## src/logic/time_engine_pkg.sv

```systemverilog
package time_engine_pkg;

  // ----------------------------------------
  // widths
  // ----------------------------------------
  localparam int WORD_W = 16;          // staging and control width
  localparam int ADDR_W = 5;           // serial-port register address width
  localparam int SEC_W = 48;           // seconds count width
  localparam int NS_W = 30;            // nanoseconds count width
  localparam int STAGE_N = 5;          // number of staging words
  localparam int TS_N = 3;             // number of timestamp fifos

  // ----------------------------------------
  // register addresses on the management port
  // ----------------------------------------
  localparam logic [4:0] ADDR_WORD1 = 5'h09;
  localparam logic [4:0] ADDR_WORD2 = 5'h0A;
  localparam logic [4:0] ADDR_WORD3 = 5'h0B;
  localparam logic [4:0] ADDR_WORD4 = 5'h0C;
  localparam logic [4:0] ADDR_WORD5 = 5'h0D;
  localparam logic [4:0] ADDR_CTRL = 5'h0E;

  // ----------------------------------------
  // access-control field layout
  // ----------------------------------------
  localparam int CTRL_RD_BIT = 15;     // read strobe
  localparam int CTRL_READ_SELECT_LO = 8;    // read-select, 3 bits
  localparam int CTRL_WR_BIT = 7;      // write strobe
  localparam int CTRL_WRITE_SELECT_LO = 0;    // write-select, 4 bits
  localparam int EDGE_BIT = 15;        // edge polarity in word five
  localparam logic [15:0] RESET_WORD = 16'h0000;

  // ----------------------------------------
  // read-select codes
  // ----------------------------------------
  localparam logic [2:0] RSEL_TIME = 3'h0;
  localparam logic [2:0] RSEL_TS1 = 3'h1;
  localparam logic [2:0] RSEL_TS2 = 3'h2;
  localparam logic [2:0] RSEL_TS3 = 3'h3;

  // ----------------------------------------
  // write-select codes
  // ----------------------------------------
  localparam logic [3:0] WSEL_TIME = 4'h0;
  localparam logic [3:0] WSEL_PERIOD = 4'h1;
  localparam logic [3:0] WSEL_ADJUST = 4'h2;
  localparam logic [3:0] WSEL_PULSE_GENERATOR_ONE = 4'h3;
  localparam logic [3:0] WSEL_PULSE_GENERATOR_TWO = 4'h4;
  localparam logic [3:0] WSEL_MPD = 4'h8;
  localparam logic [3:0] WSEL_CORR1 = 4'h9;
  localparam logic [3:0] WSEL_CORR2 = 4'hA;
  localparam logic [3:0] WSEL_CORR3 = 4'hB;

  // source select value that means packet stamping
  localparam logic [2:0] SRC_PACKETS = 3'h0;

endpackage : time_engine_pkg

```

## src/logic/read_path_if.sv

```systemverilog
`timescale 1ns/10ps
`default_nettype none

// ----------------------------------------
// read path between source mux and core
// ----------------------------------------
interface read_path_if;
  logic [4:0][15:0] loadWord;  // words one..five to load
  logic loadOk;                // select code names a real source
  logic hdrLoad;               // header data registers also load
  logic [15:0] hdrOne;         // message type and identity
  logic [15:0] hdrTwo;         // sequence identifier

  modport source (output loadWord, output loadOk, output hdrLoad, output hdrOne, output hdrTwo);
  modport sink (input loadWord, input loadOk, input hdrLoad, input hdrOne, input hdrTwo);
endinterface : read_path_if

`default_nettype wire

```

## src/logic/staging_read_mux.sv

```systemverilog
`timescale 1ns/10ps
`default_nettype none

module staging_read_mux (
  // select and stamper modes
  input wire logic [2:0] selCode,
  input wire logic [2:0] stamperTwoSourceSelect,
  input wire logic [2:0] stamperThreeSourceSelect,
  // current time
  input wire logic [47:0] curSeconds,
  input wire logic [29:0] curNanos,
  // fifo head entries, index 0 is timestamper one
  input wire logic [2:0][47:0] tsSeconds,
  input wire logic [2:0][29:0] tsNanos,
  input wire logic [2:0] tsEdge,
  input wire logic [2:0][3:0] tsMsgType,
  input wire logic [2:0][11:0] tsIdentity,
  input wire logic [2:0][15:0] tsSequence,
  // result toward the core
  read_path_if.source rp
);

  // ----------------------------------------
  // source selection
  // ----------------------------------------
  wire logic isTime = (selCode == time_engine_pkg::RSEL_TIME);
  wire logic isFifo = (selCode == time_engine_pkg::RSEL_TS1) ||
                      (selCode == time_engine_pkg::RSEL_TS2) ||
                      (selCode == time_engine_pkg::RSEL_TS3);
  // fifo index; only meaningful when isFifo
  // held at zero otherwise so the index never leaves the three entries
  wire logic [1:0] fifoIdx = isFifo ? selCode[1:0] - 2'h1 : 2'h0;
  wire logic [47:0] secPick = isTime ? curSeconds : tsSeconds[fifoIdx];
  wire logic [29:0] nsPick = isTime ? curNanos : tsNanos[fifoIdx];
  // time reads carry zeros above the nanoseconds, fifo reads the edge
  wire logic edgePick = isFifo & tsEdge[fifoIdx];

  assign rp.loadWord[0] = secPick[15:0];
  assign rp.loadWord[1] = secPick[31:16];
  assign rp.loadWord[2] = secPick[47:32];
  assign rp.loadWord[3] = nsPick[15:0];
  assign rp.loadWord[4] = {edgePick, 1'b0, nsPick[29:16]};
  assign rp.loadOk = isTime | isFifo;

  assign rp.hdrLoad =
    ((selCode == time_engine_pkg::RSEL_TS3) &&
     (stamperThreeSourceSelect == time_engine_pkg::SRC_PACKETS)) ||
    ((selCode == time_engine_pkg::RSEL_TS2) &&
     (stamperTwoSourceSelect == time_engine_pkg::SRC_PACKETS));
  assign rp.hdrOne = {tsMsgType[fifoIdx], tsIdentity[fifoIdx]};
  assign rp.hdrTwo = tsSequence[fifoIdx];

endmodule : staging_read_mux

`default_nettype wire

```

## src/logic/time_engine_indirect_access.sv

```systemverilog
// Contract
// - write strobe copies staging to destination
// - staging words hold last written value
// - read strobe loads staging from source
// - both strobes: write first, then read
// - read strobe bit 15, select 10:8
// - write strobe bit 7, select 3:0
// - stamper three pop updates both headers (code: only when stamperThreeSourceSelect is SRC_PACKETS)
// - stamper two pop updates both headers (code: only when stamperTwoSourceSelect is SRC_PACKETS)
// - word five bit 15 gives edge
// - time read layout in staging words
// - fifo pops, edge flag, zero bit
// - time write layout from staging words
// - period and time adjustment layouts
// - pulse generator command push layout
// - mean path delay and correction layouts
// - six sixteen-bit registers, zero reset, addresses
// - header one: message type, identity
// - header two: sequence identifier
`timescale 1ns/10ps
`default_nettype none

module time_engine_indirect_access (
  // clock and reset
  input wire logic mclk,
  input wire logic rst_b,
  // management register port
  input wire logic regWe,
  input wire logic regRe,
  input wire logic [4:0] regAddr,
  input wire logic [15:0] regWdata,
  output logic [15:0] regRdata,
  // stamper source configuration
  input wire logic [2:0] stamperTwoSourceSelect,
  input wire logic [2:0] stamperThreeSourceSelect,
  // current time from the engine
  input wire logic [47:0] curSeconds,
  input wire logic [29:0] curNanos,
  // timestamp fifo heads and pops
  input wire logic [2:0][47:0] tsSeconds,
  input wire logic [2:0][29:0] tsNanos,
  input wire logic [2:0] tsEdge,
  input wire logic [2:0][3:0] tsMsgType,
  input wire logic [2:0][11:0] tsIdentity,
  input wire logic [2:0][15:0] tsSequence,
  output logic [2:0] tsPop,
  // header data registers
  output logic [15:0] headerDataOne,
  output logic [15:0] headerDataTwo,
  // time load
  output logic timeLoadStb,
  output logic [47:0] timeLoadSeconds,
  output logic [29:0] timeLoadNanos,
  // period load
  output logic periodStb,
  output logic [7:0] periodNanos,
  output logic [31:0] periodFraction,
  // time adjustment
  output logic adjustStb,
  output logic [7:0] adjustNanos,
  output logic [31:0] adjustFraction,
  output logic [23:0] adjustCycleCount,
  // pulse generator command push
  output logic [1:0] pegPush,
  output logic [21:0] pegCommand,
  // mean path delay
  output logic mpdStb,
  output logic [28:0] mpdNanos,
  output logic [1:0] mpdFraction,
  // correction adjustments one..three
  output logic [2:0] corrStb,
  output logic [29:0] corrNanos,
  output logic [1:0] corrFraction
);

  // ----------------------------------------
  // register port decode
  // ----------------------------------------
  // staging word address match
  wire logic [4:0] wordHit;
  assign wordHit[0] = regWe && (regAddr == time_engine_pkg::ADDR_WORD1);
  assign wordHit[1] = regWe && (regAddr == time_engine_pkg::ADDR_WORD2);
  assign wordHit[2] = regWe && (regAddr == time_engine_pkg::ADDR_WORD3);
  assign wordHit[3] = regWe && (regAddr == time_engine_pkg::ADDR_WORD4);
  assign wordHit[4] = regWe && (regAddr == time_engine_pkg::ADDR_WORD5);
  wire logic ctrlWe = regWe && (regAddr == time_engine_pkg::ADDR_CTRL);

  // ----------------------------------------
  // control register
  // ----------------------------------------
  logic rdStb_r;        // read strobe, lives one cycle
  logic wrStb_r;        // write strobe, lives one cycle
  logic [2:0] read_select_r;  // read source
  logic [3:0] write_select_r;  // write destination

  wire logic rdStb_nxt = ctrlWe & regWdata[time_engine_pkg::CTRL_RD_BIT];
  wire logic [2:0] read_select_nxt = ctrlWe ? regWdata[time_engine_pkg::CTRL_READ_SELECT_LO +: 3] : read_select_r;
  wire logic wrStb_nxt = ctrlWe & regWdata[time_engine_pkg::CTRL_WR_BIT];
  wire logic [3:0] write_select_nxt = ctrlWe ? regWdata[time_engine_pkg::CTRL_WRITE_SELECT_LO +: 4] : write_select_r;

  // strobes clear after their one execute cycle; a new set always wins
  always_ff @(posedge mclk or negedge rst_b) begin
    if (!rst_b) begin
      rdStb_r <= 1'b0;
      wrStb_r <= 1'b0;
      read_select_r <= 3'h0;
      write_select_r <= 4'h0;
    end else begin
      rdStb_r <= rdStb_nxt;
      wrStb_r <= wrStb_nxt;
      read_select_r <= read_select_nxt;
      write_select_r <= write_select_nxt;
    end
  end

  // ----------------------------------------
  // read source mux
  // ----------------------------------------
  read_path_if rp ();

  staging_read_mux u_read_mux (
    .selCode(read_select_r),
    .stamperTwoSourceSelect(stamperTwoSourceSelect),
    .stamperThreeSourceSelect(stamperThreeSourceSelect),
    .curSeconds(curSeconds),
    .curNanos(curNanos),
    .tsSeconds(tsSeconds),
    .tsNanos(tsNanos),
    .tsEdge(tsEdge),
    .tsMsgType(tsMsgType),
    .tsIdentity(tsIdentity),
    .tsSequence(tsSequence),
    .rp(rp.source)
  );

  wire logic readLoad = rdStb_r & rp.loadOk;

  // ----------------------------------------
  // staging words
  // ----------------------------------------
  logic [4:0][15:0] stage_r;  // index 0 is word one

  // hold until software write or read load
  // a read load beats a software write in the same cycle
  always_ff @(posedge mclk or negedge rst_b) begin
    if (!rst_b) begin
      stage_r <= {5{time_engine_pkg::RESET_WORD}};
    end else begin
      for (int i = 0; i < time_engine_pkg::STAGE_N; i++) begin
        if (readLoad) begin
          stage_r[i] <= rp.loadWord[i];
        end else if (wordHit[i]) begin
          stage_r[i] <= regWdata;
        end
      end
    end
  end

  // ----------------------------------------
  // write destination decode
  // ----------------------------------------
  // destination strobes
  wire logic doTime = wrStb_r && (write_select_r == time_engine_pkg::WSEL_TIME);
  wire logic doPeriod = wrStb_r && (write_select_r == time_engine_pkg::WSEL_PERIOD);
  wire logic doAdjust = wrStb_r && (write_select_r == time_engine_pkg::WSEL_ADJUST);
  wire logic [1:0] doPeg = {wrStb_r && (write_select_r == time_engine_pkg::WSEL_PULSE_GENERATOR_TWO),
                            wrStb_r && (write_select_r == time_engine_pkg::WSEL_PULSE_GENERATOR_ONE)};
  wire logic doMpd = wrStb_r && (write_select_r == time_engine_pkg::WSEL_MPD);
  wire logic [2:0] doCorr = {wrStb_r && (write_select_r == time_engine_pkg::WSEL_CORR3),
                             wrStb_r && (write_select_r == time_engine_pkg::WSEL_CORR2),
                             wrStb_r && (write_select_r == time_engine_pkg::WSEL_CORR1)};

  wire logic [47:0] packSeconds = {stage_r[2], stage_r[1], stage_r[0]};
  wire logic [29:0] packTimeNs = {stage_r[4][13:0], stage_r[3]};
  wire logic [31:0] packFrac = {stage_r[4][7:0], stage_r[3], stage_r[2][15:8]};
  wire logic [23:0] packCount = {stage_r[2][7:0], stage_r[1]};
  // command over words four and five
  wire logic [21:0] packCmd = {stage_r[4][5:0], stage_r[3]};
  wire logic [28:0] packMpdNs = {stage_r[4][14:0], stage_r[3][15:2]};
  wire logic [29:0] packCorrNs = {stage_r[4], stage_r[3][15:2]};

  // ----------------------------------------
  // destination registers
  // ----------------------------------------
  // staging still holds pre-read values here
  always_ff @(posedge mclk or negedge rst_b) begin
    if (!rst_b) begin
      timeLoadSeconds <= 48'h0;
      timeLoadNanos <= 30'h0;
      periodNanos <= 8'h00;
      periodFraction <= 32'h0;
      adjustNanos <= 8'h00;
      adjustFraction <= 32'h0;
      adjustCycleCount <= 24'h0;
      pegCommand <= 22'h0;
      mpdNanos <= 29'h0;
      mpdFraction <= 2'h0;
      corrNanos <= 30'h0;
      corrFraction <= 2'h0;
    end else begin
      if (doTime) begin
        timeLoadSeconds <= packSeconds;
        timeLoadNanos <= packTimeNs;
      end
      if (doPeriod) begin
        periodNanos <= stage_r[4][15:8];
        periodFraction <= packFrac;
      end
      if (doAdjust) begin
        adjustNanos <= stage_r[4][15:8];
        adjustFraction <= packFrac;
        adjustCycleCount <= packCount;
      end
      if (|doPeg) begin
        pegCommand <= packCmd;
      end
      if (doMpd) begin
        mpdNanos <= packMpdNs;
        mpdFraction <= stage_r[3][1:0];
      end
      if (|doCorr) begin
        corrNanos <= packCorrNs;
        corrFraction <= stage_r[3][1:0];
      end
    end
  end

  // strobes toward the engine are one-cycle pulses with the data
  always_ff @(posedge mclk or negedge rst_b) begin
    if (!rst_b) begin
      timeLoadStb <= 1'b0;
      periodStb <= 1'b0;
      adjustStb <= 1'b0;
      pegPush <= 2'h0;
      mpdStb <= 1'b0;
      corrStb <= 3'h0;
    end else begin
      timeLoadStb <= doTime;
      periodStb <= doPeriod;
      adjustStb <= doAdjust;
      pegPush <= doPeg;
      mpdStb <= doMpd;
      corrStb <= doCorr;
    end
  end

  // ----------------------------------------
  // fifo pops and header data
  // ----------------------------------------
  // pop the fifo that was read
  wire logic [2:0] popNxt = {readLoad && (read_select_r == time_engine_pkg::RSEL_TS3),
                             readLoad && (read_select_r == time_engine_pkg::RSEL_TS2),
                             readLoad && (read_select_r == time_engine_pkg::RSEL_TS1)};

  // pop follows the capture, so the head entry is never skipped
  always_ff @(posedge mclk or negedge rst_b) begin
    if (!rst_b) begin
      tsPop <= 3'h0;
      headerDataOne <= time_engine_pkg::RESET_WORD;
      headerDataTwo <= time_engine_pkg::RESET_WORD;
    end else begin
      tsPop <= popNxt;
      // same entry as the staging load
      if (readLoad && rp.hdrLoad) begin
        headerDataOne <= rp.hdrOne;
        headerDataTwo <= rp.hdrTwo;
      end
    end
  end

  // ----------------------------------------
  // register read back
  // ----------------------------------------
  // reserved control bits read zero
  wire logic [15:0] ctrlView = {rdStb_r, 4'h0, read_select_r, wrStb_r, 3'h0, write_select_r};
  wire logic [15:0] readMux =
    (regAddr == time_engine_pkg::ADDR_WORD1) ? stage_r[0] :
    (regAddr == time_engine_pkg::ADDR_WORD2) ? stage_r[1] :
    (regAddr == time_engine_pkg::ADDR_WORD3) ? stage_r[2] :
    (regAddr == time_engine_pkg::ADDR_WORD4) ? stage_r[3] :
    (regAddr == time_engine_pkg::ADDR_WORD5) ? stage_r[4] :
    (regAddr == time_engine_pkg::ADDR_CTRL) ? ctrlView : 16'h0000;

  // read data is captured on regRe and held until the next one
  always_ff @(posedge mclk or negedge rst_b) begin
    if (!rst_b) begin
      regRdata <= time_engine_pkg::RESET_WORD;
    end else if (regRe) begin
      regRdata <= readMux;
    end
  end

  // ----------------------------------------
  // checks
  // ----------------------------------------
  strobe_clear_a: assert property (
    @(posedge mclk) disable iff (!rst_b)
    (rdStb_r || wrStb_r) && !ctrlWe |=> !rdStb_r && !wrStb_r
  ) else $error("strobe did not clear");

  time_write_a: assert property (
    @(posedge mclk) disable iff (!rst_b)
    doTime |=> timeLoadStb && timeLoadSeconds == $past(packSeconds) &&
               timeLoadNanos == $past(packTimeNs)
  ) else $error("time load mismatch");

  period_pack_a: assert property (
    @(posedge mclk) disable iff (!rst_b)
    doPeriod |=> periodStb && periodNanos == $past(stage_r[4][15:8]) &&
                 periodFraction[7:0] == $past(stage_r[2][15:8])
  ) else $error("period packing wrong");

  peg_push_a: assert property (
    @(posedge mclk) disable iff (!rst_b)
    doPeg[1] |=> pegPush == 2'h2 && pegCommand[21:16] == $past(stage_r[4][5:0])
  ) else $error("pulse command push wrong");

  bad_code_a: assert property (
    @(posedge mclk) disable iff (!rst_b)
    wrStb_r && write_select_r > time_engine_pkg::WSEL_CORR3 |=>
      !timeLoadStb && !periodStb && !adjustStb && pegPush == 2'h0 && !mpdStb && corrStb == 3'h0
  ) else $error("undefined code had an effect");

  read_order_a: assert property (
    @(posedge mclk) disable iff (!rst_b)
    doTime && readLoad |=> timeLoadSeconds == $past(packSeconds) &&
                           stage_r[0] == $past(rp.loadWord[0])
  ) else $error("write did not precede read");

  stage_hold_a: assert property (
    @(posedge mclk) disable iff (!rst_b)
    !readLoad && !wordHit[0] |=> $stable(stage_r[0])
  ) else $error("staging word changed alone");

  header_pop_a: assert property (
    @(posedge mclk) disable iff (!rst_b)
    readLoad && read_select_r == time_engine_pkg::RSEL_TS3 &&
    stamperThreeSourceSelect == time_engine_pkg::SRC_PACKETS |=>
      tsPop == 3'h4 && headerDataTwo == $past(tsSequence[2])
  ) else $error("header not loaded with pop");

  edge_flag_a: assert property (
    @(posedge mclk) disable iff (!rst_b)
    readLoad && read_select_r == time_engine_pkg::RSEL_TS1 |=>
      stage_r[4][time_engine_pkg::EDGE_BIT] == $past(tsEdge[0]) && !stage_r[4][14]
  ) else $error("edge flag wrong");

endmodule : time_engine_indirect_access

`default_nettype wire

```

## config.mk

```make
export PLATFORM = sky130hd
export DESIGN_NAME = time_engine_indirect_access
export DESIGN_NICKNAME = d
export VERILOG_FILES = /design/src/logic/time_engine_pkg.sv /design/src/logic/read_path_if.sv /design/src/logic/staging_read_mux.sv /design/src/logic/time_engine_indirect_access.sv
export SDC_FILE = /design/constraint.sdc
export NUM_CORES = 1
export LEC_CHECK = 0
export BUFFER_PORTS_ARGS = -buffer_cell sky130_fd_sc_hd__buf_2
export CAP_MARGIN = 20
export CORE_AREA = 4 4 299 301
export DETAILED_ROUTE_END_ITERATION = 7
export DIE_AREA = 0 0 303 305
export PLACE_DENSITY = 0.56
export SYNTH_ARGS = -nofsm -noshare
export SYNTH_HDL_FRONTEND = slang
export SYNTH_SLANG_ARGS = --single-unit
```

## constraint.sdc

```tcl
create_clock -name mclk -period 7.05 [get_ports mclk]
set_clock_uncertainty 0.1 [all_clocks]
set_input_delay 0.3525 -clock mclk [delete_from_list [all_inputs] [get_ports mclk]]
set_output_delay 0.3525 -clock mclk [all_outputs]
set_load 0.01 [all_outputs]
```

=== Yosys cells after proc, flatten, opt, wreduce, memory -nomap -nowiden ===
Cells that the tools add are included.

* Register bits after elaboration: 416
* Output and inout port bits: 327
* Word-level logic and storage cells: 121

* Add/sub/neg operators: 1
* Order comparisons: 1
* Equal/unequal tests: 17
* Mux-type cells: 31
* Bitwise operators: 5
* Reduce and logical (&&, ||, !) cells: 35

{| class="wikitable"
|+ Operators with widths
! operator !! count
|-
| $mux 16 || 17
|-
| $bmux 48 s2 || 1
|-
| $mux 48 || 2
|-
| $bmux 30 s2 || 1
|-
| $mux 30 || 2
|-
| $bmux 16 s2 || 1
|-
| $eq 5x4->1 const B || 6
|-
| $bmux 12 s2 || 1
|-
| $logic_and 1x1->1 || 21
|-
| $eq 4x4->1 const B || 4
|-
| $mux 12 || 1
|-
| $reduce_bool 2->1 || 5
|-
| $logic_not 3->1 || 3
|-
| $bmux 4 s2 || 1
|-
| $eq 4x2->1 const B || 2
|-
| $eq 3x2->1 const B || 2
|-
| $and 1x1->1 || 4
|-
| $eq 4x1->1 const B || 1
|-
| $eq 4x3->1 const B || 1
|-
| $logic_not 4->1 || 1
|-
| $mux 4 || 1
|-
| $eq 3x1->1 const B || 1
|-
| $logic_or 1x1->1 || 3
|-
| $lt 2x3->1 const B || 1
|-
| other kinds (7) || 7
|}

=== Longest topological paths before layout ===
Gate-level depths: netlist of run 1.

* Depth after elaboration: 8
* Depth in mapped cells: 10
* Depth with buffers taken out: 6

=== Hierarchy ===
A second synthesis of run 1 with hierarchy kept.

* Cell total of the unflattened synthesis: 1697
* Area total of the unflattened synthesis: 19625.1 µm²

{| class="wikitable"
|+ By module, submodules not included
! module !! times used !! cells each !! area an instance (µm²)
|-
| time_engine_indirect_access || 1 || 1253 || 16699.8
|-
| staging_read_mux || 1 || 444 || 2925.3
|}

=== Least setup slack after synthesis of run 1 ===
No wires, ideal clock.

* Path type: reg2reg
* From: reg read_select_r[0]
* To: reg stage_r (netlist bit packCmd[10])
* Data arrival time: 2.108 ns
* Required time: 6.810 ns
* Slack: 4.703 ns
* Cell stages (with the launch flop): 10
* Period minus slack after synthesis: 2.347 ns
* Cells stage by stage: dfrtp_1 -> inv_1 -> ha_1 -> clkbuf_1 -> nor3_1 -> buf_2 -> buf_2 -> a32oi_1 -> nor2_1 -> a211oi_1

* Word-level cells in the longest chain between the ends: 8
* Elaborated cells between the ends (all ways): 15
* Those cells by class: add/sub (1); eq/ne (3); mux (5); bitwise (2); reduce/logical (4)

{| class="wikitable"
|+ Ends and longest elaborated chain
! what !! line !! text
|-
| start, declared || time_engine_indirect_access.sv:93 || <nowiki>logic [2:0] read_select_r;</nowiki>
|-
| start signal, assigned || time_engine_indirect_access.sv:111 || <nowiki>read_select_r <= read_select_nxt;</nowiki>
|-
| $eq 3x1->1 / $eq 3x2->1 (equally long branches) || staging_read_mux.sv:27, staging_read_mux.sv:28 ||
|-
| $logic_or 1x1->1 || staging_read_mux.sv:27 || <nowiki>wire logic isFifo = (selCode == time_engine_pkg::RSEL_TS1) ||</nowiki>
|-
| $logic_or 1x1->1 || staging_read_mux.sv:28 || <nowiki>(selCode == time_engine_pkg::RSEL_TS2) ||</nowiki>
|-
| $mux 2 || staging_read_mux.sv:32 || <nowiki>wire logic [1:0] fifoIdx = isFifo ? selCode[1:0] - 2'h1 : 2'h0;</nowiki>
|-
| $bmux 30 s2 || staging_read_mux.sv:34 || <nowiki>wire logic [29:0] nsPick = isTime ? curNanos : tsNanos[fifoIdx];</nowiki>
|-
| $mux 30 (not written as such) || staging_read_mux.sv:34 ||
|-
| $mux 30 || staging_read_mux.sv:34 ||
|-
| $mux 16 || time_engine_indirect_access.sv:150 || <nowiki>if (readLoad) begin</nowiki>
|-
| end signal, assigned || time_engine_indirect_access.sv:147 || <nowiki>stage_r <= {5{time_engine_pkg::RESET_WORD}};</nowiki>
|-
| end signal, assigned by index || time_engine_indirect_access.sv:151 || <nowiki>stage_r[i] <= rp.loadWord[i];</nowiki>
|-
| end signal, assigned by index || time_engine_indirect_access.sv:153 || <nowiki>stage_r[i] <= regWdata;</nowiki>
|-
| end, declared || time_engine_indirect_access.sv:141 || <nowiki>logic [4:0][15:0] stage_r;</nowiki>
|}

Several ways; a longest one is shown, not always the timed one. The select of a mux whose other input is x is not followed.
A chain may end at the register's enable or synchronous reset.

=== Final worst setup path of run 1 ===
* From: reg read_select_r[0]
* To: reg stage_r (netlist bit packCmd[8])

The elaborated chain is that of the path after synthesis.

==> summary.md, run 1 <==
Dominant synthesized flop cell: sky130_fd_sc_hd__dfrtp_1. After layout, the worst path uses 66.6% of the clock period. The share of synthesized area in the top cell type comes to 48.6%.

The logs give 0 for the quantity of gates resized following cts and 26,300 um^2 for the area after detailed placement. Launch instance of the worst register-to-register path: read_select_r[0]. For the post-detailed-route DRC marker count, the log shows 0. The number of buffers and inverters on the critical path works out to 2. The first-pass GRT wire length was 155,000 um; the vertical die dimension was 305 um. For this run, the detailed router's first-pass iteration total came to 8. The number of enable-type register cells in the synthesized netlist is 0, and the quantity of hold-fixing buffers added after cts is 145. The via count of the first global-routing pass is 20,700.

The critical path startpoint category is a flop. For the number of max-cap violations, the log shows 0. In this run the horizontal extent of the chip is 303 um. The run finished with clean final reports. The area growth from synthesis to layout is 38.1%.

IR analysis of the VDD net gives a maximum drop of 172 uV. Yosys printed 0 warnings. The summed instance area of the synthesized netlist was 21,400 um^2. During I/O placement, the number of pins put on the boundary was 769. Setup repair after global routing left no endpoint under its margin. The shortest clock period the worst path allows after layout is 4690 ps, and the final worst setup slack is 2360 ps. For this design the static power due to leakage is 0.0147 uW.

Highest-delay cell along the critical path: sky130_fd_sc_hd__nand3_4. OpenSTA, run right after detailed placement, puts the worst setup slack at 2940 ps. At the end of the flow, the number of nets in the layout was 3,265. The post-route netlist has 41.1% of its cells at a drive strength greater than 1.

Synthesis inferred 416 register bits. The worst relative slew slack is 27.2%, and the initial antenna violation count is 44. The startpoint identified for the worst hold timing path is tsNanos[20].

Synthesized instance count: 2,008. The maximum frequency from static timing analysis was 213 MHz. Routability-driven placement finished with a final weighted congestion of 0.879. In this design, the largest share of critical-path delay is due to simple AND/OR/NAND/NOR gates. The area of the die is 92,400 um^2.

Once layout is done, the placed cells without fillers occupy 29,600 um^2. The initial utilization of the core area, before any placement, comes to 24.7%. Row generation in the floorplan step produced 108 rows. The critical path is of the reg2reg type.

The logs give 2,454 for the synthesized netlist net count and 0 for the number of hold-slack violations in the final timing report. The final layout contains routed wiring with a total length of 111,000 um. The all-layer global routing usage was 23.2%. TritonCTS built the clock tree. Using the TritonRoute via totals, the vias-per-cell ratio works out to 5.13.

The final HPWL from detailed placement is 81,800 um. Clock-pin slew was measured on the worst setup and hold paths at 60 ps. The routed layout has 20,800 vias.

Entering global routing, the biggest net connects 238 pins. The actual transition at the worst max-transition pin works out to 1090 ps. After routing, the total negative slack on setup checks comes to 0 ps. The count of antenna-violating nets left after detailed routing was 0. The sequential cell area fraction in the yosys report was 48.6%; the worst-path maximum fanout was 80. The synthesized netlist contains 50 unique library cells. The capturing element type of the critical path was a flop. In this run the worst hold path is classified as in2reg. Counting flops with an async set or reset pin after synthesis yields a share of 100%. Sorting the synthesized cells by area gives the leading types as sky130_fd_sc_hd__dfrtp_1 (49%), sky130_fd_sc_hd__mux2_2 (14%), sky130_fd_sc_hd__a211oi_1 (4.0%). The number of port buffers works out to 768.

In the layout the commonest cells are sky130_fd_sc_hd__buf_2 (767), sky130_fd_sc_hd__dfrtp_1 (414), sky130_fd_sc_hd__mux2_2 (266), sky130_fd_sc_hd__dlygate4sd3_1 (145), sky130_fd_sc_hd__nand2_1 (134). The delay of the slowest critical-path stage works out to 880 ps. CTS saw 416 sinks. Counting the fill cells in the layout gives 8,939. The number of pins with negative max-slew slack in the final report came out at 0.

The worst endpoint required time is 7440 ps, and the routed length per placed instance is 27.5 um. Post-synthesis area per instance: 10.7 um^2. The clock insertion delay at the later pin of the skew report came out at 610 ps.

The cell sitting at the root of the clock tree is a sky130_fd_sc_hd__clkbuf_16. The biggest area contributor in the post-synthesis netlist is sky130_fd_sc_hd__dfrtp_1. In this run, CTS created clock tree buffers numbering 51. After floorplanning, the core was sized to cover 86,600 um^2. Traced cell by cell, the critical path runs through inv_1 > ha_1 > or3_4 > nand3_4 > a2111oi_0 > a211oi_1 > dlygate4sd3_1.

The H-tree depth was 2. The total power divided by cell area was 277 nW/um^2. The total overflow left after global routing is 0. The number of setup buffers added after CTS is 0.

The run gives 3 as the worst-case clock buffer depth. At the worst endpoint, the arrival time is 5080 ps. Setup violations remaining at the end of the flow were counted as 0. The library cell used most frequently in the layout, excluding fill and tap cells, is sky130_fd_sc_hd__buf_2. Tracing the worst setup path back leads to its startpoint at read_select_r[0]. In this run, the number of DRC markers left after iteration 0 of detailed routing was 1,578.
[final timing paths]
check	to	slack (ps)	depth (start not counted)
setup reg to reg	packCmd[8]	2360	7
hold / removal	packCmd[20]	40	3
setup / recovery	packCmd[8]	2360	7
hold reg to reg	periodFraction[26]	390	1
max in group asynchronous	adjustCycleCount[18]	5140	3
min in group asynchronous	packCmd[14]	250	2
[layout make-up]
| type | count | area, um^2 | area share, % |
|---|---|---|---|
| sequential | 416 | 10400 | 35.2 |
| multi-input combinational | 1311 | 9940 | 33.6 |
| timing repair buffer | 947 | 5610 | 19.0 |
| tap | 1155 | 1450 | 4.88 |
| clock buffer | 67 | 1410 | 4.75 |
| clock inverter | 28 | 370 | 1.25 |
| inverter | 92 | 345 | 1.17 |
| antenna | 26 | 65.1 | 0.220 |
[logic make-up (layout without fill, tap and decap cells)]
group	after synthesis	after routing	synth area share, %
compound gates	454	454	16.7
fa+ha+maj	4	4	0.233
buf+inv	281	1134	5.51
flops	416	416	48.6
mux	325	325	16.8
other cells	0	26	0
simple gates	528	528	12.2
[worst min-delay path, stage by stage]
cell	delay (ps)
sky130_fd_sc_hd__buf_2	90
sky130_fd_sc_hd__a2111oi_0	80
sky130_fd_sc_hd__a211oi_1	160
[sequential cells by signal, indices dropped and copies added, names as in the netlist, 3 cells and up]
signal,cells
corrStb,3
packCorrNs,10
mpdNanos,29
pegCommand,22
adjustFraction,32
adjustNanos,8
periodFraction,32
adjustCycleCount,24
tsPop,3
headerDataTwo,16
packCmd,22
timeLoadNanos,30
headerDataOne,16
corrNanos,30
periodNanos,8
write_select_r,4
read_select_r,3
packCount,24
packSeconds,16
packFrac,8
timeLoadSeconds,48
regRdata,16
[routing by layer]
metal  routed length (um)  GRT usage [%]
met4                 5020           9.72
met3                 7870           4.06
met5                   42              0
met2                51200           37.4
met1                46800           30.6
[power breakdown]
| part | switching (uW) | internal (uW) |
|---|---|---|
| Clock | 1170 | 1610 |
| Combinational | 1240 | 887 |
| Sequential | 597 | 2690 |
| Total | 3010 | 5190 |
[cells in the mapped netlist (9+ instances only)]
cell type / count
sky130_fd_sc_hd__a2111oi_0: 78
sky130_fd_sc_hd__a211oi_1: 115
sky130_fd_sc_hd__a21oi_1: 54
sky130_fd_sc_hd__a222oi_1: 31
sky130_fd_sc_hd__a311oi_1: 41
sky130_fd_sc_hd__a31oi_1: 9
sky130_fd_sc_hd__a32oi_1: 79
sky130_fd_sc_hd__and2_1: 85
sky130_fd_sc_hd__buf_1: 11
sky130_fd_sc_hd__buf_2: 61
sky130_fd_sc_hd__clkbuf_1: 107
sky130_fd_sc_hd__dfrtp_1: 416
sky130_fd_sc_hd__inv_1: 92
sky130_fd_sc_hd__mux2_2: 266
sky130_fd_sc_hd__mux2i_1: 53
sky130_fd_sc_hd__nand2_1: 135
sky130_fd_sc_hd__nand2b_1: 93
sky130_fd_sc_hd__nand3_1: 47
sky130_fd_sc_hd__nor2_1: 127
sky130_fd_sc_hd__o21ai_0: 10
sky130_fd_sc_hd__o22ai_1: 14
[through the flow]
| stage | hold WS [ps] | power (uW) | util [%] | instances |
|---|---|---|---|---|
| 6_report | 38.9 | 8200 | 34.2 | 4042 |
| 5_1_grt | 14.2 | 8530 | 34.1 | 4030 |
| 4_1_cts | 0.0372 | 8260 | 34.1 | 4014 |
| 3_5_place_dp | 335 | 5300 | 30.3 | 3774 |
| 3_3_place_gp | 337 | 5280 | 30.3 | 3774 |
| 2_1_floorplan | -43.1 | 4070 | - | 2008 |
Note: power is estimated with default switching activity, not from simulation.
==> inputs of run 2 (changes only) <==
PLACE_DENSITY = 0.57   (was 0.56)
clock period = 3.85 ns   (was 7.05 ns; I/O delays follow)
==> summary.md, run 2 (synthesis results as in run 1) <==
The flow ran to the end, and the final reports show no timing, DRC or antenna violations. The register with the most flip-flops in the layout has 48 of them. Global routing consumed, on the met1 layer, 31.3% of the routing resources. For the met3 routing resource usage after global routing, the log shows 4.92%. Capturing element type of the critical path: a flop. The largest net degree at the start of global routing is 127, and the number of endpoints failing setup at the final stage is 0. Counting I/O delays and the setup requirement, the final critical path takes 3680 ps.

Counting every sink on the clock net gives 416. Once the floorplan was initialized, standard cells occupied 24.7% of the core. In this design, the critical path's most frequently occurring cell is sky130_fd_sc_hd__dlygate4sd3_1.

The total power divided by cell area is 493 nW/um^2, and the final estimated routing congestion in global placement is 0.893. In this run the worst hold path is classified as in2reg. The tools report the accumulated negative setup slack as 0 ps.

The largest registers in the layout are timeLoadSeconds: 48 flops, adjustFraction: 32 flops, periodFraction: 32 flops. The critical path goes through clkinvlp_4 > ha_1 > or3_4 > buf_4 > a32oi_1 > dlygate4sd3_1 > nor2_1 > a311oi_1 > dlygate4sd3_1. The initial antenna violation count is 52. After the flow finishes, the layout carries non-filler instances totaling 4,236. Including well taps, the total number of placed cells is 3,785.

The all-layer global routing usage came out at 23.9%. The number of port buffers works out to 768. The critical path contains buffers and inverters numbering 4 combined.

The run gives 769 as the I/O pin count. The register with the highest flop count is timeLoadSeconds. For the number of optimization iterations in the first detailed-route pass, the log shows 7.

OpenSTA, run right after detailed placement, puts the worst setup slack at 591 ps. In the routed design, unresolved DRC markers number 0. After layout, the design draws a total of 15,600 uW. Across the run, the number of max-cap violations was 0. TritonCTS built the clock tree.

The overall die width was 303 um. At the pin with the least slew margin, the transition time is 1060 ps. The worst pin sits at a relative slew slack of 29.5%. The worst-path maximum fanout was 35. The total via count after detailed routing came out at 21,700.

In this run the number of H-tree levels came out at 2. The area growth from synthesis to layout is 47.2%. Buffers inserted during clock tree synthesis total 51. The tools report the master cell of the clock root buffer as sky130_fd_sc_hd__clkbuf_16. The static leakage is 0.0154 uW, and the fraction of layout instances using a drive strength above 1 is 39.2%.

The number of hold-slack violations in the final timing report is 0, and the delay of the slowest critical-path stage is 610 ps. The detail-routed via count per cell is 5.12. STA classifies the critical path startpoint as a flop. The final critical path takes up 95.5% of the cycle. Clock-pin slew was measured on the worst setup and hold paths at 60 ps.

Leaving out fill and tap cells, the most frequent cell in the layout is sky130_fd_sc_hd__buf_2. The peak ir drop on the vdd network was 334 uV. The die is 305 um tall. Global routing consumed, on the met2 layer, 38.6% of the routing resources. Based on the critical path, the design can be clocked at up to 272 MHz.

The library cells used most frequently in the layout, excluding fill and tap cells, are sky130_fd_sc_hd__buf_2 (767), sky130_fd_sc_hd__dfrtp_1 (414), sky130_fd_sc_hd__dlygate4sd3_1 (314), sky130_fd_sc_hd__mux2_2 (266), sky130_fd_sc_hd__nand2_1 (134). The worst path arrival time came out at 4120 ps. Setup slack on the critical path of the routed design comes to 172 ps.

The first routing iteration left 1,634 violations. The tools report the worst-case clock buffer depth as 3. For this run, the share of the core covered by cells in the final layout is 36.4%. The number of nets in the finished design was 3,450; the number of placement rows was 108.

The number of pins with negative max-slew slack in the final report is 0, and the final HPWL from detailed placement is 84,200 um. Setup repair after global routing left no endpoint under its margin. After detailed routing, the average wire length per cell comes to 27.2 um. The critical path is of the reg2reg type.

The floorplan step defined a die boundary enclosing 92,400 um^2. The worst endpoint required time was 4290 ps. Count of antenna-violating nets left after detailed routing: 0.

Wires add up to 115,000 um. The total congestion overflow after global routing is 0. The first-pass GRT wire length is 160,000 um, and the via count of the first global-routing pass is 21,700. The clock insertion delay at the later pin of the skew report was 620 ps. The total core area came out at 86,600 um^2. Among all stages on the critical path, the largest delay is contributed by sky130_fd_sc_hd__dlygate4sd3_1. In this run the most used layer during global routing was met2.

Cell family contributing the most delay on the critical path: buffers and inverters.
run 2: cell types whose count changed in the layout (fill, tap and decap cells not counted), sizes merged:
cell / change
dlygate4sd3: +169
nand3: +1
diode: +12
inv: -3
buf: +15
clkinvlp: +3
clkbuf: -3
run 2: cell type report:
cell class,count,area (um^2)
Clock buffer,64,1400
Sequential cell,416,10400
Clock inverter,28,368
Tap cell,1155,1450
Multi-Input combinational cell,1312,9950
Antenna cell,38,95.1
Timing Repair Buffer,1131,7540
Inverter,92,349
Fill cell,8818,55100
run 2: layer usage:
layer	part of all wire, %	up-vias
met4	4.3	16
li1	-	9481
met3	7.6	224
met1	42	10900
met2	46	1034
met5	0.076	-
run 2: worst paths after layout:
path                             startpoint           endpoint  slack, ps  cells past startpoint
max reg2reg                read_select_r[0]       packCount[2]        170                      9
min in group asynchronous             rst_b        packCmd[16]         80                      2
min                            regWdata[12]     packCorrNs[26]         40                      3
max in group asynchronous             rst_b  adjustFraction[4]       2580                      3
max                        read_select_r[0]       packCount[2]        170                      9
min reg2reg                     mpdNanos[4]        mpdNanos[4]        390                      1
run 2: metrics by stage:
step | hold slack, ps | cell area [um^2]
2_1_floorplan | -203 | 21400
3_3_place_gp | 138 | 26400
3_5_place_dp | 133 | 26400
4_1_cts | 4.10 | 31400
5_1_grt | 23.2 | 31500
6_report | 37.0 | 31600
run 2: power by group:
group	internal, uW	leakage (uW)	total, uW	switching (uW)
combinational	2100	0.00909	4590	2490
clock	2940	0.000852	5060	2130
sequential	4920	0.00544	5920	997
run 2: timing repair:
item | CTS | global route
hold buffers | 314 | 0
setup buffers | 0 | 4
hold endpoints to repair | 221 | 0
setup endpoints to repair | 0 | 56
gates resized for setup | 0 | 4
run 2: tightest hold or removal path, cell delays in order:
cell and delay (ps):
sky130_fd_sc_hd__buf_2 210, sky130_fd_sc_hd__mux2i_1 180, sky130_fd_sc_hd__a211oi_1 90
==> inputs of run 3 (changes only) <==
CELL_PAD_IN_SITES_DETAIL_PLACEMENT = 1   (was not set)
CELL_PAD_IN_SITES_GLOBAL_PLACEMENT = 1   (was not set)
CORE_AREA = 4 4 297 299   (was 4 4 299 301)
DIE_AREA = 0 0 301 303   (was 0 0 303 305)
GPL_TIMING_DRIVEN = 0   (was not set)
PLACE_DENSITY = 0.69   (was 0.57)
==> summary.md, run 3 (synthesis results as in run 1) <==
The final-layout fill cell count was 9,837. In the routed design, unresolved DRC markers number 0. Most used cell along the critical path: sky130_fd_sc_hd__buf_2. The power share of the sequential group was 38.9%; the proportion of power drawn by the clock network was 33.1%.

The routed length per placed instance was 30.3 um; the clock slew seen by the registers of the worst setup and hold paths was 60 ps. The worst hold path begins at tsEdge[1]. The worst path arrival time was 4200 ps; the number of pins with negative max-slew slack in the final report was 0. The wire-length estimate of the detail-placed layout is 99,900 um. For this block, the initial DRC count from the detailed router was 2,036.

The run gives 52,100 um as the wire length on met1. The path type of the worst setup path was reg2reg. At the worst endpoint, the required time is 4220 ps. The tools report the final-layout worst hold slack as 24.6 ps.

The flow ran to the end, and the final reports show no timing, DRC or antenna violations. The total power divided by cell area works out to 476 nW/um^2. The detailed-route wire length was 133,000 um. In this run the horizontal extent of the chip is 301 um. Setup violations remaining at the end of the flow were counted as 0. Among all stages on the critical path, the largest delay is contributed by sky130_fd_sc_hd__a2111oi_0. The floorplan has 107 rows. The worst-path maximum fanout was 10; the static leakage was 0.0158 uW. The final critical-path share of the clock period came out at 99.4%.

Leaving out fill and tap cells, the most frequent cell in the layout is sky130_fd_sc_hd__buf_2. The run gives 24,600 as the via count of the first global-routing pass. The tools report the master cell of the clock root buffer as sky130_fd_sc_hd__clkbuf_16.

Once the floorplan was initialized, standard cells occupied 25.2% of the core. The number of buffers and inverters on the critical path is 4, and the area of the die is 91,200 um^2. The tools report the all-layer global routing usage as 28.0%. On the critical path the largest part of the delay comes from buffers and inverters. The total core area is 85,100 um^2, and the I/O pin count is 769. The analysis attributes to net switching a power of 5810 uW. After detailed routing, the number of vias per cell comes to 5.30.

The number of clock buffers added by TritonCTS is 53. In this run the critical register-to-register path is launched from read_select_r[0]. The internal power of the cells totals 9510 uW.

Across the VDD grid, the largest voltage drop is 310 uV. The actual transition at the worst max-transition pin was 964 ps; the total via count after detailed routing was 23,300. After the last flow step, the layout net total stands at 3,628. Tracing the worst setup path back leads to its startpoint at read_select_r[0].

The tools report the final estimated routing congestion in global placement as 0.919. The first global-routing pass estimated 183,000 um of wire. The register with the most flip-flops in the final layout is timeLoadSeconds. TritonCTS built the clock tree.

Compared with the post-synthesis result, the final layout area differs by 50.2%. The critical path ends at packCmd[7]. For the worst-skew pair, the clock arrives at the later sink with an insertion delay of 630 ps.

Setup total negative slack on the finished layout was measured at 0 ps. In the final layout, the registers with the most flip-flops are timeLoadSeconds: 48 flops, adjustFraction: 32 flops, periodFraction: 32 flops. The tool flagged a number of max-cap violations equal to 0. The count of antenna-violating nets left after detailed routing was 0; the largest net degree at the start of global routing was 117. Setup repair after global routing could not meet its margin everywhere. The number of port buffers was 767; the number of post-CTS setup repair buffers was 0.

Counting along the longest clock path gives a buffer depth of 3. The worst relative slew slack is 34.1%, and the path depth of the worst reg2reg path is 9. The endpoint identified for the worst register-to-register timing path is packCmd[7]. The worst path in the final design needs a cycle of 3830 ps, including I/O delays and setup. The run gives 0 as the number of hold-slack violations in the final timing report.

Leaving out fill and tap cells, the most frequent cells in the layout are sky130_fd_sc_hd__buf_2 (827), sky130_fd_sc_hd__dfrtp_1 (416), sky130_fd_sc_hd__dlygate4sd3_1 (348), sky130_fd_sc_hd__mux2_2 (266), sky130_fd_sc_hd__nand2_1 (135). After global routing the overflow that remains totals 0. The run gives 64,400 um as the wire length on met2. Detailed routing placed a total of 10,500 um of wire on met3. The worst setup path is captured at a flop. The clock net in this run drives a total of 416 sinks.

The tools report the H-tree depth as 2. The vertical die dimension was 303 um; the delay of the slowest critical-path stage was 780 ps. Of the total power, the share spent switching nets is 38.0%. For the initial antenna violation count, the log shows 62. The register with the most flip-flops in the layout has 48 of them. For this run, the top clock speed supported by timing is 261 MHz.

Walking the worst path, the cells encountered are inv_1 > ha_1 > or3_1 > buf_2 > nand3_4 > buf_2 > buf_2 > a2111oi_0 > a211oi_1. Cells with a size suffix above 1 make up 37.4% of the layout. Worst min-delay path class: in2reg. The first detailed-routing pass ran for 6 iterations. STA classifies the critical path startpoint as a flop.

In this run the register-to-register setup slack is 20 ps. The critical path runs through a total of 9 cells. Combinational cells account for 28.0% of the total power.

The highest layer touched by signal routing is met5.
-- run 3: layout make-up --
class                   instances  area, um^2  share of cell area [%]
well taps                    1144        1430                    4.45
repair buffers               1120        7440                    23.1
plain buffers                 188         838                    2.60
inverters                      92         345                    1.07
multi-input cells            1311        9880                    30.7
diodes                         43         108                   0.334
flip-flops and latches        416       10400                    32.3
clock buffers                  65        1410                    4.38
clock inverters                25         332                    1.03
-- run 3: power groups by stage --
stage	clock [uW]	sequential (uW)	combinational (uW)
finish	5070	5950	4290
global route	5350	5990	4530
CTS	5170	5910	4190
detailed placement	0	5990	3840
global placement	0	5970	3750
floorplan	0	5510	1930
-- run 3: worst min path at each step --
stage | to | slack, ps | cells after the start
after floorplan | adjustCycleCount[0] | -200 | 0
after global placement | headerDataOne[14] | 350 | 3
after detailed placement | corrNanos[20] | 190 | 1
after CTS | packCorrNs[29] | 10 | 4
after global routing | packSeconds[12] | 20 | 5
final | packCorrNs[29] | 20 | 4
-- run 3: through the flow --
| stage | instance area (um^2) | setup WS (ps) | power, uW | utilization [%] | instances |
|---|---|---|---|---|---|
| global placement | 26700 | -6420 | 9720 | 31.4 | 3919 |
| floorplan | 21400 | 1500 | 7450 | - | 2008 |
| detailed placement | 26800 | -372 | 9830 | 31.5 | 3924 |
| global route | 32100 | -7.94 | 15900 | 37.8 | 4384 |
| finish | 32200 | 23.1 | 15300 | 37.8 | 4404 |
| CTS | 32100 | 21.0 | 15300 | 37.7 | 4361 |
-- run 3: per-layer routing --
metal | vias to the layer above | track usage (%)
li1 | 9803 | -
met1 | 11800 | 33.8
met2 | 1325 | 47.3
met3 | 346 | 6.63
met4 | 26 | 12.7
met5 | - | 0
-- run 3: repair_timing --
action | 4_1_cts | 5_1_grt
gates cloned | 0 | 0
gates resized for setup | 3 | 9
setup endpoints to repair | 25 | 10
hold buffers | 348 | 0
endpoints found under the hold margin | 219 | 0
-- run 3: tightest hold or removal path: stages --
cell,delay [ps]
sky130_fd_sc_hd__buf_2,100
sky130_fd_sc_hd__o2bb2ai_1,170
sky130_fd_sc_hd__nand3_1,170
sky130_fd_sc_hd__a2bb2oi_1,80
